### src/inc/mfo_pkg.sv
// constants, codes and state types of the multifunction output selector
package mfo_pkg;

  localparam int CLK_NS = 50;
  localparam int MS_NS = 1000000;
  // ms prescale count: exact division, so no rounding question arises
  localparam int CYC_PER_MS_DEF = MS_NS / CLK_NS;

  localparam int FW = 16;
  localparam int CW = 6;
  localparam int NOUT = 3;
  localparam int NCOND = 64;

  // apb byte addresses
  localparam logic [7:0] A_FUNC_A = 8'h00;
  localparam logic [7:0] A_FUNC_B = 8'h04;
  localparam logic [7:0] A_FUNC_C = 8'h08;
  localparam logic [7:0] A_DET_LVL = 8'h0c;
  localparam logic [7:0] A_DET_WID = 8'h10;
  localparam logic [7:0] A_CUR_THR = 8'h14;
  localparam logic [7:0] A_CUR_TIME = 8'h18;
  localparam logic [7:0] A_FMIN = 8'h1c;
  localparam logic [7:0] A_RUN_SRC = 8'h20;
  localparam logic [7:0] A_REF_SRC = 8'h24;
  localparam logic [7:0] A_RELAY = 8'h28;
  localparam logic [7:0] A_LOSS_CFG = 8'h2c;
  localparam logic [7:0] A_STATUS = 8'h30;
  localparam logic [7:0] A_UV_LVL = 8'h34;

  // field positions
  localparam int LOSS_RESP_BIT = 0;
  localparam int LOSS_RATIO_LSB = 8;
  localparam int ST_OUT_LSB = 0;
  localparam int ST_FDET_BIT = 3;
  localparam int ST_CUR_BIT = 4;
  localparam int ST_RUN_LAMP_BIT = 5;
  localparam int ST_REF_LAMP_BIT = 6;

  // reset values
  localparam logic [CW-1:0] FUNC_RST = 6'h3f;
  localparam logic [FW-1:0] WORD_RST = 16'h0000;
  localparam logic [1:0] SRC_RST = 2'h0;
  localparam logic [2:0] RELAY_RST = 3'h0;
  localparam logic [7:0] RATIO_RST = 8'h00;

  // setting values
  localparam logic [1:0] SRC_LOCAL = 2'h0;
  localparam logic [1:0] SRC_PLC = 2'h3;
  localparam logic [2:0] RELAY_ALL_KEY = 3'h5;

  // output function codes
  localparam logic [CW-1:0] FN_RUNNING = 6'h00;
  localparam logic [CW-1:0] FN_FAULT = 6'h01;
  localparam logic [CW-1:0] FN_FREQ_AGREE = 6'h02;
  localparam logic [CW-1:0] FN_SET_AGREE = 6'h03;
  localparam logic [CW-1:0] FN_FDET1 = 6'h04;
  localparam logic [CW-1:0] FN_FDET2 = 6'h05;
  localparam logic [CW-1:0] FN_RESTART = 6'h06;
  localparam logic [CW-1:0] FN_BASEBLOCK = 6'h09;
  localparam logic [CW-1:0] FN_OVER_TQ = 6'h0c;
  localparam logic [CW-1:0] FN_CUR_AGREE = 6'h0d;
  localparam logic [CW-1:0] FN_PLC_STAT = 6'h12;
  localparam logic [CW-1:0] FN_PLC_CTRL = 6'h13;
  localparam logic [CW-1:0] FN_ZERO_SPD = 6'h14;
  localparam logic [CW-1:0] FN_READY = 6'h15;
  localparam logic [CW-1:0] FN_UNDERVOLT = 6'h16;
  localparam logic [CW-1:0] FN_RUN_LOCAL = 6'h17;
  localparam logic [CW-1:0] FN_REF_LOCAL = 6'h18;
  localparam logic [CW-1:0] FN_LOW_TQ = 6'h19;
  localparam logic [CW-1:0] FN_REF_LOSS = 6'h1a;
  localparam logic [CW-1:0] FN_TRAV_UP = 6'h1c;
  localparam logic [CW-1:0] FN_TRAV_ON = 6'h1d;
  localparam logic [CW-1:0] FN_MOTOR2 = 6'h1e;
  localparam logic [CW-1:0] FN_ZERO_SERVO = 6'h1f;
  localparam logic [CW-1:0] FN_COMM = 6'h20;
  localparam logic [CW-1:0] FN_PID_LOSS = 6'h25;
  localparam logic [CW-1:0] FN_POS_AGREE = 6'h29;

  typedef struct packed {
    logic [NOUT-1:0][CW-1:0] func;
    logic [FW-1:0] lvl;
    logic [FW-1:0] wid;
    logic [FW-1:0] cthr;
    logic [FW-1:0] ctime;
    logic [FW-1:0] fmin;
    logic [FW-1:0] uvl;
    logic [1:0] run_src;
    logic [1:0] ref_src;
    logic [2:0] relay;
    logic loss_resp;
    logic [7:0] loss_ratio;
    logic [31:0] prdata;
    logic fdet;
    logic [15:0] pre;
    logic [FW-1:0] ms;
    logic cur_ok;
    logic run_lamp;
    logic ref_lamp;
  } mfo_st_t;

  typedef struct packed {
    logic out;
  } mfo_sel_st_t;

endpackage

### src/inc/mfo_cond_if.sv
// condition vector shared between the top and the per-terminal selectors
interface mfo_cond_if;
  import mfo_pkg::*;
  logic [NCOND-1:0] cond;
  modport src (output cond);
  modport sel (input cond);
endinterface

### src/verilog/mfo_top.sv
// multifunction output selector: apb settings, conditions, three terminals
//
// Local design decisions: the register offsets and the APB slave port.
module mfo_top #(
  parameter int CYC_PER_MS = mfo_pkg::CYC_PER_MS_DEF
) (
  input logic pclk,
  input logic presetn,
  input logic psel,
  input logic penable,
  input logic pwrite,
  input logic [7:0] paddr,
  input logic [31:0] pwdata,
  output logic [31:0] prdata,
  output logic pready,
  output logic pslverr,
  input logic [mfo_pkg::FW-1:0] freq_out,
  input logic [mfo_pkg::FW-1:0] freq_ref,
  input logic [mfo_pkg::FW-1:0] current,
  input logic [mfo_pkg::FW-1:0] dc_bus,
  input logic run_cmd,
  input logic fault_active,
  input logic comm_error_a,
  input logic comm_error_b,
  input logic auto_restart,
  input logic base_block,
  input logic over_torque,
  input logic low_torque,
  input logic plc_contact,
  input logic drive_ready,
  input logic local_sel,
  input logic ref_loss,
  input logic trav_up,
  input logic trav_on,
  input logic motor2_sel,
  input logic zero_servo_lock,
  input logic pos_done,
  input logic pid_fb_loss,
  output logic digital_out_a,
  output logic digital_out_b,
  output logic digital_out_c,
  output logic run_source_lamp,
  output logic ref_source_lamp,
  output logic loss_resp,
  output logic [7:0] loss_ratio
);
  import mfo_pkg::*;

  mfo_st_t st_r;
  mfo_st_t st_nxt;
  mfo_cond_if cif ();

  logic [NOUT-1:0] dout;
  logic wr_en;
  logic all_comm;
  logic [FW:0] lvl_hi;
  logic local_run;
  logic local_ref;

  // address decode shared by the write enable and the error answer
  function automatic logic addr_hit(input logic [7:0] a);
    unique case (a)
      A_FUNC_A, A_FUNC_B, A_FUNC_C, A_DET_LVL, A_DET_WID, A_CUR_THR,
      A_CUR_TIME, A_FMIN, A_RUN_SRC, A_REF_SRC, A_RELAY, A_LOSS_CFG,
      A_STATUS, A_UV_LVL: addr_hit = 1'b1;
      default: addr_hit = 1'b0;
    endcase
  endfunction

  ////////////////////////////////////////////////////////////////
  // apb: zero wait states, read data captured in the setup cycle
  assign pready = 1'b1;
  assign pslverr = psel & penable & ~addr_hit(paddr);
  assign wr_en = psel & penable & pwrite & addr_hit(paddr);

  assign lvl_hi = {1'b0, st_r.lvl} + {1'b0, st_r.wid};
  assign local_run = (st_r.run_src == SRC_LOCAL) | local_sel;
  assign local_ref = (st_r.ref_src == SRC_LOCAL) | local_sel;
  assign all_comm = (st_r.func[0] == FN_COMM) & (st_r.func[1] == FN_COMM)
                  & (st_r.func[2] == FN_COMM);

  always_comb begin
    st_nxt = st_r;
    if (psel && !penable) begin
      st_nxt.prdata = 32'h0000_0000;
      unique case (paddr)
        A_FUNC_A: st_nxt.prdata[CW-1:0] = st_r.func[0];
        A_FUNC_B: st_nxt.prdata[CW-1:0] = st_r.func[1];
        A_FUNC_C: st_nxt.prdata[CW-1:0] = st_r.func[2];
        A_DET_LVL: st_nxt.prdata[FW-1:0] = st_r.lvl;
        A_DET_WID: st_nxt.prdata[FW-1:0] = st_r.wid;
        A_CUR_THR: st_nxt.prdata[FW-1:0] = st_r.cthr;
        A_CUR_TIME: st_nxt.prdata[FW-1:0] = st_r.ctime;
        A_FMIN: st_nxt.prdata[FW-1:0] = st_r.fmin;
        A_UV_LVL: st_nxt.prdata[FW-1:0] = st_r.uvl;
        A_RUN_SRC: st_nxt.prdata[1:0] = st_r.run_src;
        A_REF_SRC: st_nxt.prdata[1:0] = st_r.ref_src;
        A_RELAY: st_nxt.prdata[2:0] = st_r.relay;
        A_LOSS_CFG: begin
          st_nxt.prdata[LOSS_RESP_BIT] = st_r.loss_resp;
          st_nxt.prdata[LOSS_RATIO_LSB +: 8] = st_r.loss_ratio;
        end
        A_STATUS: begin
          st_nxt.prdata[ST_OUT_LSB +: NOUT] = dout;
          st_nxt.prdata[ST_FDET_BIT] = st_r.fdet;
          st_nxt.prdata[ST_CUR_BIT] = st_r.cur_ok;
          st_nxt.prdata[ST_RUN_LAMP_BIT] = st_r.run_lamp;
          st_nxt.prdata[ST_REF_LAMP_BIT] = st_r.ref_lamp;
        end
        default: st_nxt.prdata = 32'h0000_0000;
      endcase
    end
    if (wr_en) begin
      unique case (paddr)
        A_FUNC_A: st_nxt.func[0] = pwdata[CW-1:0];
        A_FUNC_B: st_nxt.func[1] = pwdata[CW-1:0];
        A_FUNC_C: st_nxt.func[2] = pwdata[CW-1:0];
        A_DET_LVL: st_nxt.lvl = pwdata[FW-1:0];
        A_DET_WID: st_nxt.wid = pwdata[FW-1:0];
        A_CUR_THR: st_nxt.cthr = pwdata[FW-1:0];
        A_CUR_TIME: st_nxt.ctime = pwdata[FW-1:0];
        A_FMIN: st_nxt.fmin = pwdata[FW-1:0];
        A_UV_LVL: st_nxt.uvl = pwdata[FW-1:0];
        A_RUN_SRC: st_nxt.run_src = pwdata[1:0];
        A_REF_SRC: st_nxt.ref_src = pwdata[1:0];
        A_RELAY: st_nxt.relay = pwdata[2:0];
        A_LOSS_CFG: begin
          st_nxt.loss_resp = pwdata[LOSS_RESP_BIT];
          st_nxt.loss_ratio = pwdata[LOSS_RATIO_LSB +: 8];
        end
        default: st_nxt.lvl = st_r.lvl;
      endcase
    end
    if ({1'b0, freq_out} > lvl_hi) begin
      st_nxt.fdet = 1'b1;
    end else if (freq_out < st_r.lvl) begin
      st_nxt.fdet = 1'b0;
    end
    if (current > st_r.cthr) begin
      if (st_r.pre == 16'(CYC_PER_MS - 1)) begin
        st_nxt.pre = 16'h0000;
        if (st_r.ms != 16'hffff) begin
          st_nxt.ms = st_r.ms + 16'h0001;
        end
      end else begin
        st_nxt.pre = st_r.pre + 16'h0001;
      end
    end else begin
      st_nxt.pre = 16'h0000;
      st_nxt.ms = 16'h0000;
    end
    st_nxt.cur_ok = (current > st_r.cthr) && (st_r.ms > st_r.ctime);
    st_nxt.run_lamp = ~local_run;
    st_nxt.ref_lamp = ~local_ref;
  end

  always_ff @(posedge pclk or negedge presetn) begin
    if (!presetn) begin
      st_r <= '0;
      st_r.func <= {NOUT{FUNC_RST}};
      st_r.lvl <= WORD_RST;
      st_r.wid <= WORD_RST;
      st_r.cthr <= WORD_RST;
      st_r.ctime <= WORD_RST;
      st_r.fmin <= WORD_RST;
      st_r.uvl <= WORD_RST;
      st_r.run_src <= SRC_RST;
      st_r.ref_src <= SRC_RST;
      st_r.relay <= RELAY_RST;
      st_r.loss_ratio <= RATIO_RST;
    end else begin
      st_r <= st_nxt;
    end
  end

  ////////////////////////////////////////////////////////////////
  // condition vector, indexed by function code; unlisted codes stay low
  always_comb begin
    cif.cond = '0;
    cif.cond[FN_RUNNING] = run_cmd | (freq_out != 16'h0000);
    cif.cond[FN_FAULT] = fault_active & ~comm_error_a & ~comm_error_b;
    cif.cond[FN_FREQ_AGREE] = (freq_out <= freq_ref)
      && (({1'b0, freq_out} + {1'b0, st_r.wid}) >= {1'b0, freq_ref});
    cif.cond[FN_SET_AGREE] = ({1'b0, freq_out} <= lvl_hi)
      && (({1'b0, freq_out} + {1'b0, st_r.wid}) >= {1'b0, st_r.lvl});
    cif.cond[FN_FDET1] = st_r.fdet;
    cif.cond[FN_FDET2] = ~st_r.fdet;
    cif.cond[FN_RESTART] = auto_restart;
    cif.cond[FN_BASEBLOCK] = base_block;
    cif.cond[FN_OVER_TQ] = over_torque;
    cif.cond[FN_LOW_TQ] = low_torque;
    cif.cond[FN_CUR_AGREE] = st_r.cur_ok;
    cif.cond[FN_PLC_STAT] = st_r.run_src == SRC_PLC;
    cif.cond[FN_PLC_CTRL] = plc_contact;
    cif.cond[FN_ZERO_SPD] = freq_out > st_r.fmin;
    cif.cond[FN_READY] = drive_ready & ~fault_active;
    cif.cond[FN_UNDERVOLT] = dc_bus < st_r.uvl;
    cif.cond[FN_RUN_LOCAL] = local_run;
    cif.cond[FN_REF_LOCAL] = local_ref;
    cif.cond[FN_REF_LOSS] = ref_loss;
    cif.cond[FN_TRAV_UP] = trav_up;
    cif.cond[FN_TRAV_ON] = trav_on;
    cif.cond[FN_MOTOR2] = motor2_sel;
    cif.cond[FN_ZERO_SERVO] = zero_servo_lock;
    cif.cond[FN_PID_LOSS] = pid_fb_loss;
    cif.cond[FN_POS_AGREE] = pos_done;
  end

  generate
    for (genvar i = 0; i < NOUT; i++) begin : g_sel
      mfo_out_sel u_sel (
        .pclk(pclk),
        .presetn(presetn),
        .cb(cif.sel),
        .code(st_r.func[i]),
        .relay_bit(st_r.relay[i]),
        // upper bits need all three on comm and the key word
        .relay_en((i == 0) | (all_comm & (st_r.relay == RELAY_ALL_KEY))),
        .dout(dout[i])
      );
    end
  endgenerate

  assign digital_out_a = dout[0];
  assign digital_out_b = dout[1];
  assign digital_out_c = dout[2];
  assign run_source_lamp = st_r.run_lamp;
  assign ref_source_lamp = st_r.ref_lamp;
  assign loss_resp = st_r.loss_resp;
  assign loss_ratio = st_r.loss_ratio;
  assign prdata = st_r.prdata;
endmodule

### src/verilog/mfo_out_sel.sv
// one output terminal: picks the condition named by its function code, or the gated relay bit for the comm code
module mfo_out_sel (
  input logic pclk,
  input logic presetn,
  mfo_cond_if.sel cb,
  input logic [mfo_pkg::CW-1:0] code,
  input logic relay_bit,
  input logic relay_en,
  output logic dout
);
  import mfo_pkg::*;

  mfo_sel_st_t st_r;
  mfo_sel_st_t st_nxt;

  ////////////////////////////////////////////////////////////////
  always_comb begin
    st_nxt = st_r;
    st_nxt.out = cb.cond[code];
    if (code == FN_COMM) begin
      st_nxt.out = relay_bit & relay_en;
    end
  end

  always_ff @(posedge pclk or negedge presetn) begin
    if (!presetn) begin
      st_r <= '0;
    end else begin
      st_r <= st_nxt;
    end
  end

  assign dout = st_r.out;
endmodule

### config.mk
export PLATFORM = sky130hd
export DESIGN_NAME = mfo_top
export DESIGN_NICKNAME = d
export VERILOG_FILES = /design/src/inc/mfo_pkg.sv /design/src/inc/mfo_cond_if.sv /design/src/verilog/mfo_top.sv /design/src/verilog/mfo_out_sel.sv
export SDC_FILE = /design/constraint.sdc
export NUM_CORES = 1
export LEC_CHECK = 0
export ABC_CLOCK_PERIOD_IN_PS = 8100
export CAP_MARGIN = 30
export CORE_MARGIN = 2
export CORE_UTILIZATION = 60
export DETAILED_ROUTE_END_ITERATION = 12
export DONT_BUFFER_PORTS = 1
export PLACE_DENSITY = 0.76
export SYNTH_ARGS = -nofsm -noshare
export SYNTH_HDL_FRONTEND = slang
export SYNTH_SLANG_ARGS = --single-unit
### constraint.sdc
create_clock -name pclk -period 8.1 [get_ports pclk]
set_input_delay 1.62 -clock pclk [delete_from_list [all_inputs] [get_ports pclk]]
set_output_delay 1.62 -clock pclk [all_outputs]
set_load 0.05 [all_outputs]
**Word level (Yosys, flattened, before mapping)**

Memory sizes are Yosys's and may differ from the RTL's.
Cells that the tools add are included.

- Add/subtract/negate cells: 4
- Order comparisons: 13
- Eq/ne operators: 22
- Muxes and demuxes: 24
- Bitwise logic cells: 22
- Reduce and logical (&&, ||, !) cells: 25

Operators with widths:

| cell | number |
|---|---|
| $pmux W8 S7 | 1 |
| $eq A8 B6 Y1 const B | 6 |
| $gt A16 B16 Y1 | 3 |
| $mux W16 | 3 |
| $add A16 B16 Y17 | 2 |
| $ge A17 B16 Y1 | 2 |
| $add A16 B1 Y16 const B | 2 |
| $eq A8 B5 Y1 const B | 4 |
| $lt A16 B16 Y1 | 2 |
| $mux W32 | 1 |
| $pmux W3 S10 | 1 |
| $reduce_and A2 Y1 | 14 |
| $lt A6 B7 Y1 const B | 3 |
| $bmux W1 S6 | 3 |
| $eq A6 B6 Y1 const B | 3 |
| $gt A16 B17 Y1 | 1 |
| $le A16 B17 Y1 | 1 |
| $eq A16 B15 Y1 const B | 1 |
| $eq A8 B4 Y1 const B | 2 |
| $le A16 B16 Y1 | 1 |
| $ne A16 B16 Y1 const B | 1 |
| $reduce_bool A16 Y1 | 1 |
| $pmux W1 S14 | 1 |
| $pmux W1 S13 | 1 |
| other kinds (16) | 50 |

- Register bits: 185
- Bits in read-only memories: 128
- Bits of input ports: 127
- Word-level logic and storage cells: 136
- Memories: 2

Memory list:

| memory | words | width | rd ports | clocked after Yosys merged registers in | write ports | RTL line | text |
|---|---|---|---|---|---|---|---|
| (name not given) | 64 | 1 | 1 | 0 | 0 | mfo_top.sv:62 | `unique case (a)` |
| (name not given) | 64 | 1 | 1 | 0 | 0 | mfo_top.sv:62 |  |

**Depth between registers and ports, before layout**

- Depth after elaboration: 6
- Mapped depth: 20
- Gate-level depth less buffers: 20

**Hierarchy**

A second synthesis with hierarchy kept.

- Cells, all modules: 1703
- Area, all modules: 15552.4 µm²

By module, submodules not included:

| module | times used | cells each | area each (µm²) | seq. area each (µm²) |
|---|---|---|---|---|
| mfo_top | 1 | 1496 | 13585.5 | 4576.9 |
| mfo_out_sel | 3 | 69 | 655.6 | 25.0 |

**Least setup slack after synthesis**

OpenSTA, ideal clock, no wires.

- Kind: input -> register
- From: input freq_out[0] (netlist bit)
- To: register g_sel[1].u_sel.st_r
- Library setup time: 0.126 ns
- Arrival time: 4.966 ns
- Setup slack: 3.008 ns
- Stages on the path: 20
- Path buffers: 0
- Cells stage by stage: ha_1 > inv_1 > fa_1 > nand2b_1 > a21oi_2 > o221a_2 > o211ai_4 > a21oi_1 > a21o_1 > a21oi_1 > xnor2_1 > ha_1 > o21ai_0 > nor2_1 > a21oi_1 > a211oi_1 > a211o_1 > o211ai_1 > a21oi_1 > o32a_1

- Longest elaborated chain between the ends: 6

RTL lines:

| what | RTL line | text |
|---|---|---|
| start, declared | mfo_top.sv:17 | `input logic [mfo_pkg::FW-1:0] freq_out,` |
| $add A16 B16 Y17 | mfo_top.sv:183, mfo_top.sv:185 |  |
| $ge A17 B16 Y1, on equally long branches | mfo_top.sv:183, mfo_top.sv:185 |  |
| $logic_and A1 B1 Y1, on equally long branches | mfo_top.sv:183, mfo_top.sv:185 |  |
| $bmux W1 S6 * | mfo_out_sel.sv:19 | `st_nxt.out = cb.cond[code];` |
| $mux W1 (not written as such) * | mfo_out_sel.sv:19 |  |
| $mux W1 * | mfo_out_sel.sv:20 | `if (code == FN_COMM) begin` |
| via g_sel[1].u_sel.st_nxt | mfo_out_sel.sv:14 | `mfo_sel_st_t st_nxt;` |
| end signal, assigned | mfo_out_sel.sv:29 | `st_r <= st_nxt;` |
| end, declared | mfo_out_sel.sv:13 | `mfo_sel_st_t st_r;` |

The timed path passes the listed nets; every way through them passes the cells marked *. The select of a mux whose other input is x is not followed.
A chain may end at the register's enable or synchronous reset.

**Worst setup path in the final report**

- From: input freq_out[1] (netlist bit)
- To: register g_sel[2].u_sel.st_r

- Longest elaborated chain between the ends: 6

RTL lines:

| what | RTL line |
|---|---|
| $add A16 B16 Y17 | mfo_top.sv:183, mfo_top.sv:185 |
| $ge A17 B16 Y1, on equally long branches | mfo_top.sv:183, mfo_top.sv:185 |
| $logic_and A1 B1 Y1, on equally long branches | mfo_top.sv:183, mfo_top.sv:185 |
| $bmux W1 S6 * | mfo_out_sel.sv:19 |
| $mux W1 (not written as such) * | mfo_out_sel.sv:19 |
| $mux W1 * | mfo_out_sel.sv:20 |
| via g_sel[2].u_sel.st_nxt | mfo_out_sel.sv:14 |
| end signal, assigned | mfo_out_sel.sv:29 |
| end, declared | mfo_out_sel.sv:13 |

Marked as above.

==> flow_metrics.py <==
metrics = {
    "floorplan": {
        "die_x_um": 157,
        "dieArea_sq_um": 24800,
        "ios": 175,
        "initial_utilization": 0.607,
        "core_area_sq_um": 23300,
        "rows": 56,
        "die-height_um": 157,
    },
    "worst_setup_path": {
        "reg2regPathDepth": 18,
        "startpoint": "freq_out[1]",
        "r2r_end": "g_sel[1].u_sel.dout",
        "path_max_fanout": 7,
        "worstSetupStartpointType": "input pin",
        "critPathKind": "input pin to flop",
        "cp.required_ps": 8420,
        "worstPathArrival_ps": 5570,
        "cp-endpoint": "g_sel[2].u_sel.dout",
        "worst-r2r-setup-slack_ps": 3400,
        "r2r_start": "st_r[164]",
        "endpoint_kind": "flop",
    },
    "cts": {
        "cts_setup_buffers": 0,
        "cts_tree": "done",
        "numCtsBuffers": 17,
        "cts.clk_slew.worst_paths_ps": 80,
        "cts_resized": 0,
        "cts_hold_buf": 0,
        "clock-root-buffer": "clkbuf_16",
        "clk_latency_ps": 440,
        "numClockSinks": 185,
        "cts_max_level": 4,
        "cts_buffer_depth": 2,
    },
    "grt": {
        "grt_max_degree": 186,
        "antenna_found_initial": 1,
        "gr-total-overflow": 0,
        "track_usage": 0.333,
        "grt_pass1_wl_um": 62600,
        "grt_pass1_vias": 11400,
    },
    "sta": {
        "final-hold-violation-count": 0,
        "period_share": 0.648,
        "clock_skew_ps": 11.7,
        "tightest_slew_ps": 983,
        "max_freq_ghz": 0.190,
        "rsz0062_at_grt": "false",
        "min_period_ps": 5250,
        "setup-violations-final": 0,
        "slew_headroom": 0.342,
        "slew_viol_final": 0,
        "hold_slack_ps": 499,
        "tns_ps": 0,
    },
    "final_layout": {
        "drive_gt1_frac": 0.0929,
        "syn2layout_area_growth_pct": 4.14,
        "layout.nets": 1821,
        "nFillCells": 1965,
        "layout_common_cells": "ha_1, dfrtp_1, nand2_1, o21ai_0, inv_1",
        "fin_util": 0.632,
        "mostFrequentLayoutCell": "ha_1",
        "finalInstanceArea_sq_um": 14700,
    },
    "run": {
        "maxCapViolations": 0,
    },
    "placement": {
        "placed_cell_area_sq_um": 14100,
        "place.gp.congestion": 0.966,
        "port_buffers": 0,
        "post-dp-hpwl_um": 31900,
    },
    "power_and_ir_drop": {
        "irDropWorstVdd_v": 0.000151,
        "power_leakage_uw": 0.00705,
        "power_density_nw_per_um2": 135,
    },
    "synth": {
        "yosysSeqAreaShare": 0.329,
        "synthDistinctLibCells": 85,
        "ys.flop_type": "dfrtp_1",
        "netlist.top_cell.by_area": "dfrtp_1",
        "synthArstFlopShare": 1.00,
        "synth-edff-count": 0,
        "syn_area_sq_um": 14100,
        "synth-seq-cells": 185,
        "synth_warnings": 0,
        "synth_top_area_frac": 0.296,
        "syn_area_per_cell_sq_um": 9.01,
        "synthCells": 1567,
        "synthTopCellsByArea": "dfrtp_1, ha_1, o21ai_0",
    },
    "drt": {
        "first_iter_violations": 1173,
        "wl_per_cell_um": 22.3,
        "vias": 11900,
        "drc": 0,
        "ant_nets": 0,
        "via_per_inst": 6.42,
        "wl_um": 41200,
        "first_pass_iters": 8,
    },
    "worst_hold_path": {
        "hold_path_class": "flop to flop",
    },
    "status": {
        "outcome": "completed",
    },
}
## critical path, cell delays in order
cell,delay (ps)
ha_1,270
a21o_1,170
a21oi_1,230
a21oi_1,150
o22ai_1,320
o211ai_1,220
o41ai_2,480
o311ai_0,310
ha_1,380
and3_1,180
nand4_1,90
o21ai_0,230
o32a_1,220
o21ai_0,130
o21a_1,250
a221oi_1,320
## metal layers
layer  vias to the layer above  GRT usage  wire length (um)
met2                       543      0.523             18500
met5                         -          0                 0
met1                      5697      0.443             17200
li1                       5545          -                 -
met3                        88     0.0818              3860
met4                         0      0.134              1590
## per-stage QoR
stage          power [uW]  setup WS, ps  cells
2_1_floorplan        1100          3010   1582
3_3_place_gp         1110          2500   1816
3_5_place_dp         1120          2440   1816
4_1_cts              1990          2880   1848
5_1_grt              2040          2620   1849
6_report             1990          2850   1849
## Yosys cell counts, types with 4 or more instances
cell / instances
nand2b_1: 13
a21oi_1: 60
a221oi_1: 21
xnor2_1: 23
nand3_1: 36
o21ai_1: 7
o211ai_1: 13
nand3b_1: 4
and3_1: 14
o21a_1: 12
nor3_1: 15
o22ai_1: 5
clkbuf_1: 34
nand2_1: 161
a22oi_1: 21
a211o_1: 5
ha_1: 176
a211oi_1: 16
a31oi_1: 12
nor2b_1: 13
or3_1: 4
mux2_2: 50
buf_2: 9
buf_4: 47
o311ai_0: 8
mux2i_1: 7
inv_1: 123
dfrtp_1: 167
o21ai_0: 135
o21bai_1: 4
xor2_1: 26
nor2_1: 106
o31ai_1: 9
dfstp_2: 18
nand4_1: 39
a22o_1: 13
nor4_1: 13
nor3_2: 7
a21o_1: 31
and4_1: 4
a222oi_1: 13
## cell type report
type | instances | area, sq um | area share
multi-input cells | 1177 | 8500 | 0.578
well taps | 319 | 399 | 0.0271
inverters | 125 | 469 | 0.0319
clock inverters | 14 | 183 | 0.0124
diodes | 1 | 2.50 | 0.000170
repair buffers | 10 | 75.1 | 0.00510
flip-flops and latches | 185 | 4650 | 0.316
clock buffers | 18 | 429 | 0.0292
## flip-flops by register name, summed over array words and instances (netlist names)
name and flops:
g_sel.u_sel.dout 3, st_r 153, cif.cond 2, loss_resp 1, loss_ratio 8, ref_source_lamp 1
prdata 16, run_source_lamp 1
## cells by family after synthesis
logic type / synth area share
and+or+nand+nor: 0.163
AOI/OAI and AO/OA: 0.195
buffers and inverters: 0.0734
DFF: 0.329
adders and majority gates: 0.159
muxes: 0.0496
xor gates and xnor gates: 0.0304
other: 0.000532
## report_power, final
group          total, uW  internal [uW]  switching (uW)
clock                888            496             392
sequential           945            928            17.3
combinational        157           60.0            96.7
total               1990           1480             506
## worst min path at each step
| stage | start | endpoint | cells past startpoint |
|---|---|---|---|
| floorplan | st_r[19] | st_r[19] | 1 |
| global placement | st_r[19] | st_r[19] | 1 |
| detailed placement | st_r[19] | st_r[19] | 1 |
| CTS | st_r[19] | st_r[19] | 1 |
| global route | st_r[19] | st_r[19] | 1 |
| finish | st_r[19] | st_r[19] | 1 |
Power figures use the tool's default switching activity.
